<file path="src/pmr_pkg.sv">
// Purpose: Constants and carrier types for the power monitor result registers
// Assumes: One 20 MHz clock, synchronous active-high reset
// Notes: Register offsets index whole 16-bit registers on the management port
package pmr_pkg;

  // ----------------------------------------
  // Register map
  // ----------------------------------------
  localparam logic [7:0] PMR_ADDR_BUS_VOLT = 8'h02;
  localparam logic [7:0] PMR_ADDR_POWER = 8'h03;
  localparam logic [7:0] PMR_ADDR_CURRENT = 8'h04;
  localparam logic [7:0] PMR_ADDR_CAL = 8'h05;

  // ----------------------------------------
  // Field positions and reset values
  // ----------------------------------------
  localparam int PMR_VOLT_LSB = 3;
  localparam int PMR_READY_BIT = 1;
  localparam int PMR_OVF_BIT = 0;
  localparam logic [15:0] PMR_RESET_VALUE = 16'h0000;
  localparam logic [15:0] PMR_CAL_WR_MASK = 16'hfffe;

  // ----------------------------------------
  // Arithmetic constants
  // ----------------------------------------
  localparam int PMR_CURRENT_SHIFT = 12;
  localparam logic [16:0] PMR_POWER_DIVISOR = 17'h01388;
  localparam logic [16:0] PMR_POWER_MAX = 17'h0ffff;

  // ----------------------------------------
  // Types
  // ----------------------------------------
  typedef enum logic [1:0] {PMR_IDLE, PMR_CURRENT, PMR_POWER} pmr_state_type;

  typedef struct packed {
    logic rd_en;
    logic wr_en;
    logic [7:0] addr;
    logic [15:0] wr_data;
  } pmr_host_req_type;

  typedef struct packed {
    logic conv_done;
    logic range_16v;
    logic [12:0] bus_volt;
    logic [15:0] shunt_volt;
  } pmr_conv_type;

endpackage

</file>
<file path="src/pmr_regs.sv">
// Purpose: Result and calibration registers of the power monitor
// Assumes: Host port and converter logic run on clk; no synchronisers needed
// Notes: Read data appears one cycle after rd_en; math runs in two cycles
`timescale 1ns/1ns
`default_nettype none

module pmr_regs
  import pmr_pkg::*;
(
  // Clock and reset
  input wire logic clk,
  input wire logic rst,
  // Host register port
  input wire pmr_host_req_type host_req,
  output logic [15:0] rd_data,
  output logic rd_valid,
  // Converter results
  input wire pmr_conv_type conv,
  // Operating mode write event
  input wire logic mode_wr,
  input wire logic mode_off,
  // Flags for observation
  output logic conversion_ready_flag,
  output logic math_overflow_flag
);

  // ----------------------------------------
  // State
  // ----------------------------------------
  typedef struct packed {
    pmr_state_type state;
    logic [15:0] bus_voltage_result;
    logic [15:0] power_result;
    logic [15:0] current_result;
    logic [15:0] current_scale_setting;
    logic [12:0] supply_rail_voltage;
    logic [15:0] shunt_hold;
    logic ready;
    logic ovf;
    logic ovf_pending;
    logic [15:0] rd_data;
    logic rd_valid;
  } pmr_regs_type;

  pmr_regs_type s_reg;
  pmr_regs_type s_next;

  // ----------------------------------------
  // Arithmetic
  // ----------------------------------------
  logic signed [32:0] cur_prod;
  logic signed [32:0] cur_scaled;
  logic cur_ovf;
  logic [15:0] cur_abs;
  logic [28:0] pwr_prod;
  logic [28:0] pwr_quot;
  logic pwr_ovf;
  logic [15:0] bus_word;

  // Current from held shunt value and calibration
  assign cur_prod = $signed(s_reg.shunt_hold) * $signed({17'h00000, s_reg.current_scale_setting});
  assign cur_scaled = cur_prod >>> PMR_CURRENT_SHIFT;
  assign cur_ovf = (cur_scaled > 33'sh000007fff) || (cur_scaled < -33'sh000008000);

  // Power from current magnitude and bus voltage
  assign cur_abs = s_reg.current_result[15] ? 16'(-s_reg.current_result) : s_reg.current_result;
  assign pwr_prod = 29'(cur_abs) * 29'(s_reg.supply_rail_voltage);
  assign pwr_quot = pwr_prod / 29'(PMR_POWER_DIVISOR);
  assign pwr_ovf = pwr_quot > 29'(PMR_POWER_MAX);

  // Bus voltage word, with range-dependent top bit
  always_comb
  begin
    bus_word = PMR_RESET_VALUE;
    if (conv.range_16v)
    begin
      bus_word[14:PMR_VOLT_LSB] = conv.bus_volt[11:0];
    end
    else
    begin
      bus_word[15:PMR_VOLT_LSB] = conv.bus_volt;
    end
  end

  // ----------------------------------------
  // Next state
  // ----------------------------------------
  always_comb
  begin
    s_next = s_reg;
    s_next.rd_valid = 1'b0;

    // Register reads, served from stored values at any time
    if (host_req.rd_en)
    begin
      s_next.rd_valid = 1'b1;
      case (host_req.addr)
        PMR_ADDR_BUS_VOLT:
        begin
          s_next.rd_data = s_reg.bus_voltage_result;
          s_next.rd_data[PMR_READY_BIT] = s_reg.ready;
          s_next.rd_data[PMR_OVF_BIT] = s_reg.ovf;
        end
        PMR_ADDR_POWER:
        begin
          s_next.rd_data = s_reg.power_result;
          s_next.ready = 1'b0;
        end
        PMR_ADDR_CURRENT:
        begin
          s_next.rd_data = s_reg.current_result;
        end
        PMR_ADDR_CAL:
        begin
          s_next.rd_data = s_reg.current_scale_setting;
        end
        default:
        begin
          s_next.rd_data = PMR_RESET_VALUE;
        end
      endcase
    end

    // Only the calibration register takes writes
    if (host_req.wr_en && host_req.addr == PMR_ADDR_CAL)
    begin
      s_next.current_scale_setting = host_req.wr_data & PMR_CAL_WR_MASK;
    end
    // Writes to other offsets fall through unused

    // Mode change clears ready unless it turns the converter off
    if (mode_wr && !mode_off)
    begin
      s_next.ready = 1'b0;
    end

    // Conversion pipeline
    case (s_reg.state)
      PMR_IDLE:
      begin
        if (conv.conv_done)
        begin
          s_next.bus_voltage_result = bus_word;
          s_next.supply_rail_voltage = conv.range_16v ? {1'b0, conv.bus_volt[11:0]} : conv.bus_volt;
          s_next.shunt_hold = conv.shunt_volt;
          s_next.state = PMR_CURRENT;
        end
      end
      PMR_CURRENT:
      begin
        s_next.current_result = cur_scaled[15:0];
        s_next.ovf_pending = cur_ovf;
        s_next.state = PMR_POWER;
      end
      PMR_POWER:
      begin
        s_next.power_result = pwr_quot[15:0];
        s_next.ovf = s_reg.ovf_pending || pwr_ovf;
        s_next.ready = 1'b1;
        s_next.state = PMR_IDLE;
      end
      default:
      begin
        s_next.state = PMR_IDLE;
      end
    endcase
  end

  // ----------------------------------------
  // State register
  // ----------------------------------------
  always_ff @(posedge clk)
  begin
    if (rst)
    begin
      s_reg.state <= PMR_IDLE;
      s_reg.bus_voltage_result <= PMR_RESET_VALUE;
      s_reg.power_result <= PMR_RESET_VALUE;
      s_reg.current_result <= PMR_RESET_VALUE;
      s_reg.current_scale_setting <= PMR_RESET_VALUE;
      s_reg.supply_rail_voltage <= 13'h0000;
      s_reg.shunt_hold <= PMR_RESET_VALUE;
      s_reg.ready <= 1'b0;
      s_reg.ovf <= 1'b0;
      s_reg.ovf_pending <= 1'b0;
      s_reg.rd_data <= PMR_RESET_VALUE;
      s_reg.rd_valid <= 1'b0;
    end
    else
    begin
      s_reg <= s_next;
    end
  end

  // ----------------------------------------
  // Outputs
  // ----------------------------------------
  assign rd_data = s_reg.rd_data;
  assign rd_valid = s_reg.rd_valid;
  assign conversion_ready_flag = s_reg.ready;
  assign math_overflow_flag = s_reg.ovf;

endmodule

`default_nettype wire

</file>
<file path="config.mk">
export PLATFORM = sky130hd
export DESIGN_NAME = pmr_regs
export DESIGN_NICKNAME = d
export VERILOG_FILES = /design/src/pmr_pkg.sv /design/src/pmr_regs.sv
export SDC_FILE = /design/constraint.sdc
export NUM_CORES = 2
export LEC_CHECK = 0
export BUFFER_PORTS_ARGS = -buffer_cell sky130_fd_sc_hd__buf_2
export CELL_PAD_IN_SITES_DETAIL_PLACEMENT = 1
export CELL_PAD_IN_SITES_GLOBAL_PLACEMENT = 1
export CORE_MARGIN = 10
export CORE_UTILIZATION = 45
export CTS_CLUSTER_DIAMETER = 100
export CTS_CLUSTER_SIZE = 8
export DETAILED_ROUTE_END_ITERATION = 12
export GPL_TIMING_DRIVEN = 0
export HOLD_SLACK_MARGIN = 0.1
export PLACE_DENSITY = 0.76
export SYNTH_ARGS = -nofsm -noshare
export SYNTH_HDL_FRONTEND = slang
export SYNTH_SLANG_ARGS = --single-unit
</file>
<file path="constraint.sdc">
create_clock -name clk -period 21.3 [get_ports clk]
set_input_delay 4.26 -clock clk [delete_from_list [all_inputs] [get_ports clk]]
set_output_delay 4.26 -clock clk [all_outputs]
set_load 0.01 [all_outputs]
</file>
======== Yosys cells after proc, flatten, opt, wreduce, memory -nomap -nowiden ========
Cells that the tools add are included.
storage, ports and cells
  register bits ........................... 111
  output and inout port bits .............. 19
operators by class
  $add $sub $neg .......................... 1
  multipliers ............................. 2
  div/mod/pow operators ................... 1
  order comparisons ....................... 3
  eq/ne operators ......................... 7
  mux-type cells .......................... 11
  reduce and logical (&&, ||, !) cells .... 10
operators with widths
  cell                                                           count
  case mux 16 bit (4 select lines)                               1
  multiplier 16 x 16 -> 32 bit                                   1
  divider 29 x 13 -> 29 bit (second input constant)              1
  > comparator 29 x 16 -> 1 bit (second input constant)          1
  multiplier 16 x 13 -> 29 bit                                   1
  > comparator 21 x 16 -> 1 bit (second input constant)          1
  less-than comparator 21 x 16 -> 1 bit (second input constant)  1
  two-way mux 18 bit                                             1
  equality test 8 x 2 -> 1 bit (second input constant)           2
  equality test 8 x 3 -> 1 bit (second input constant)           2
  two-way mux 16 bit                                             1
  negator 16 bit                                                 1
  two-way mux 13 bit                                             1
  nonzero test 3 bit                                             2
  two-way mux 1 bit                                              5
  case mux 2 bit (2 select lines)                                1
  AND reduction 2 bit                                            2
  equality test 2 x 1 -> 1 bit (second input constant)           1
  equality test 2 bit (second input constant)                    1
  logical AND 1 bit                                              2
  zero test 2 bit                                                1
  logical OR 1 bit                                               2
  two-way mux 2 bit                                              1
  inequality test 2 bit (second input constant)                  1
  zero test 1 bit                                                1

======== Longest topological paths before layout ========
  depth in word-level cells ............... 7
  depth in mapped cells ................... 89

======== Least setup slack after synthesis ========
Ideal clock, no wire load.
  path kind ............................... reg2reg
  start point ............................. reg s_reg[67] (netlist name)
  end point ............................... reg s_reg[81] (netlist name)
  library setup time ...................... 0.126 ns
  arrival time ............................ 20.626 ns
  setup slack ............................. 0.548 ns
  stages on the path, launching flop included .. 81
  path buffers ............................ 8
  clock period less this slack ............ 20.752 ns
  cell sequence ........................... dfxtp_1 -> clkbuf_1 -> nor4_1 -> nand2b_1 -> nor2_1 -> nand3_1 -> o31ai_1 -> xnor2_1 -> clkbuf_1 -> nand2_1 -> fa_1 -> fa_1 -> inv_1 -> fa_1 -> fa_1 -> inv_1 -> fa_1 -> inv_1 -> [45 not listed] -> a2111oi_4 -> nor3_2 -> or3_1 -> a221oi_1 -> xor2_1 -> buf_4 -> o21a_1 -> or4_1 -> o211a_1 -> a211o_4 -> a31oi_1 -> o211ai_2 -> a211o_1 -> and2_1 -> o311a_4 -> o221ai_1 -> nor4bb_1 -> o31ai_1
on the way
  word-level cells in the longest chain between the ends .. 4
RTL lines
  what                              RTL line         text
  from (decl)                       pmr_regs.sv:45   pmr_regs_type s_reg;
  from (signal assigned)            pmr_regs.sv:191  s_reg <= s_next;
  negator 16 bit                    pmr_regs.sv:66   assign cur_abs = s_reg.current_result[15] ? 16'(-s_reg.current_result) : s_reg.current_result;
  two-way mux 16 bit (*)            pmr_regs.sv:66
  multiplier 16 x 13 -> 29 bit (*)  pmr_regs.sv:67   assign pwr_prod = 29'(cur_abs) * 29'(s_reg.supply_rail_voltage);
  divider 29 x 13 -> 29 bit (*)     pmr_regs.sv:68   assign pwr_quot = pwr_prod / 29'(PMR_POWER_DIVISOR);
Mark *: on every way between the ends. The rest lies on a longest branch, timed or not.
A chain may end at the register's enable or synchronous reset.

======== Worst setup path after layout ========
  start point ............................. reg s_reg[70] (netlist name)
  end point ............................... reg s_reg[81] (netlist name)
The elaborated chain is that of the path after synthesis.

==> out/results.tsv <==
metric	value	unit
outcome	finished, violations left	
violations in the final reports	setup timing	
Final Setup Violations	2	
initial antenna violation count	3	
vias per cell	5.97	
synthesized area per cell	8.07	µm²
Vias	26600	
flops & latches, synth	98	
Static Leak	14.8	nW
First-pass DRT Iterations	5	
library cells used by synthesis	140	
CP max FO	10	
GRT overflow	0	
Reg area	1980	µm²
first-pass GRT wire length	155	mm
CTS clk-pin slew, worst paths	0.09	ns
post-synthesis sequential area ratio	7.17	%
max incr delay on CP	0.60	ns
Global Route Usage Sum	27.1	%
vias in the first global route	27900	
TritonCTS Buffers	9	
Port Buf Inserts	77	
Max-Cap Viols	0	
Placement Rows	90	
Max Clk Rate	46.5	MHz
Slowest cell on crit path	or4_4	
fin crit share	101	%
worst-skew pair later-pin latency	0.38	ns
Worst Hold Launch	s_reg[86]$_SDFFE_PP0P_	
die width	267	µm
CTS HTree Levels	3	
post-route insts no fill	4451	
RSZ-0062 raised after global routing	true	
Die H	267	µm
CP startpoint	s_reg[70]$_SDFFE_PP0P_	
WS Path Type	reg -> reg	
setup ws final	-0.191	ns
final hold violation count	0	
core area	60200	µm²
Worst setup EP type	register	
WL/cell	22.8	µm
CP dominant cell by count	buf_6	
Worst Path Required	21.57	ns
Slew Viols, Final	0	
syn nets	4003	
Gate Count Post-Synth	3389	
Nets	4277	
Synth Cell Area	27300	µm²
CTS tree	yes	
max FFs per register	79	
dpl hpwl	77.1	mm
Area Overhead vs Synth	20.2	%
I/O pin cnt	80	
ys flop type	dfxtp_1	
WL final	102	mm
ys async rst share	0	%
pre-CTS setup slack	-4.30	ns
IR drop worst, VDD	0.0407	mV
CP Launch Type	register	
CTS Hold Bufs	0	
Post-synth EDFFs	0	
worst-margin pin slew	1.21	ns
largest net degree at the start of global routing	21	
max_slew headroom	18.6	%
share of cells above drive strength 1	20.4	%
worst r2r src	s_reg[70]$_SDFFE_PP0P_	
final critical-path required period	21.49	ns
Crit path arrival time	21.76	ns
die area	71000	µm²
DRC Markers	0	
Root Driver	clkbuf_16	
area of the multi-input gates	24900	µm²
Initial DRC Count	1969	
CTS Buffer Depth	2	
routability cong.	0.907	
Synth warnings	0	
Inst Count DP	4248	
Final ANT Viol Nets	0	
initial core utilization	45.4	%
worst hold path class	reg -> reg	
Worst Skew	0.00842	ns
clock sink count	98	
PD cells	13.5	nW/µm²
# fillers	7140	
-- final cells by class --
cell class                 instances  share of cell area (%)
antenna                            1                 0.00761
buffer                           166                    3.03
clock buffer                       9                   0.685
clock inverter                     7                   0.247
inverter                         480                    5.48
multi-input combinational       2634                    75.7
sequential                        98                    6.02
tap                              782                    2.98
timing repair buffer             274                    5.84
-- layer usage --
layer  wire (µm)  part of all wire (%)  track usage [%]
met1       44500                    44             37.4
met2       49600                    49             45.6
met3        5460                   5.4             2.60
met4        2070                   2.0             5.30
met5          13                 0.013                0
-- synthesized netlist by cell type, drive strengths merged, types with 17 or more instances --
| master | count | area share [%] |
|---|---|---|
| a211oi | 36 | 1.1 |
| a21oi | 225 | 4.3 |
| a22oi | 33 | 0.91 |
| a31oi | 31 | 0.76 |
| and2 | 237 | 5.4 |
| and3 | 31 | 0.74 |
| buf | 60 | 1.6 |
| clkbuf | 116 | 1.6 |
| dfxtp | 98 | 7.2 |
| fa | 399 | 29 |
| ha | 154 | 7.0 |
| inv | 479 | 6.6 |
| mux2i | 21 | 0.77 |
| nand2 | 437 | 6.1 |
| nand2b | 29 | 0.67 |
| nand3 | 63 | 1.2 |
| nand4 | 23 | 0.57 |
| nor2 | 193 | 2.7 |
| nor2b | 28 | 0.64 |
| nor3 | 62 | 1.2 |
| nor4 | 20 | 0.50 |
| o211ai | 29 | 0.85 |
| o21a | 21 | 0.58 |
| o21ai | 99 | 1.9 |
| o31ai | 21 | 0.76 |
| or2 | 23 | 0.54 |
| or3 | 17 | 0.41 |
| xnor2 | 88 | 3.0 |
| xor2 | 51 | 1.7 |
-- per-stage QoR --
stage | cell area, µm² | hold WS (ns) | power (mW) | util (%) | TNS [ns]
floorplan | 27400 | 0.432 | 0.228 | - | 0
global placement | 28700 | 0.469 | 0.257 | 47.7 | -9.38
detailed placement | 28700 | 0.478 | 0.259 | 47.7 | -12.99
CTS | 31300 | 0.489 | 0.438 | 51.9 | 0
global route | 32900 | 0.527 | 0.452 | 54.5 | -1.60
finish | 32900 | 0.493 | 0.442 | 54.5 | -0.252
-- path summary, 6_finish.rpt --
path                            end  slack [ns]  depth (start not counted)
max          s_reg[81]$_SDFFE_PP0P_       -0.19                         84
min          s_reg[86]$_SDFFE_PP0P_        0.49                          2
max reg2reg  s_reg[81]$_SDFFE_PP0P_       -0.19                         84
min reg2reg  s_reg[86]$_SDFFE_PP0P_        0.49                          2
-- report_power, final --
part | internal [mW] | switching, mW
Clock | 0.0842 | 0.0969
Combinational | 0.0184 | 0.0437
Sequential | 0.187 | 0.0114
-- cells in the final DEF, fill, tap and decap left out, drive strengths merged, types with 62 or more instances in the layout --
cell / Yosys / final
dfxtp: 98 / 98
clkbuf: 116 / 110
inv: 479 / 482
nor2: 193 / 193
nand3: 63 / 63
ha: 154 / 154
nor3: 62 / 62
o21ai: 99 / 99
fa: 399 / 399
xnor2: 88 / 88
nand2: 437 / 437
buf: 60 / 338
and2: 237 / 237
a21oi: 225 / 225
-- critical path: cells and delay by family, from the launching register on --
| family | cells | cell delay (ns) |
|---|---|---|
| buffers and inverters | 15 | 2.03 |
| flip-flops | 1 | 0.38 |
| adder cells (fa/ha/maj) | 6 | 2.92 |
| AND/OR/NAND/NOR | 26 | 6.53 |
| AO/OA/AOI/OAI | 32 | 8.30 |
| XOR/XNOR | 2 | 0.34 |
| multiplexers | 3 | 0.85 |
-- cell families (layout without fill, tap and decap cells) --
kind of cell	count (synthesis)	in the layout	share of synthesized area (%)
compound gates	708	708	18.9
xor+xnor	139	139	4.67
fa+ha+maj	558	558	36.4
buf+inv	657	936	9.85
flops	98	98	7.17
mux	35	35	1.36
other cells	0	1	0
simple gates	1194	1194	21.6
-- what timing repair did --
action                                  4_1_cts  5_1_grt
pin swaps                                    82      109
endpoints found under the setup margin        5        3
resized for setup                           285      193
buffers inserted                            101       95
cloned                                        0        1
Note: power is estimated with default switching activity, not from simulation.
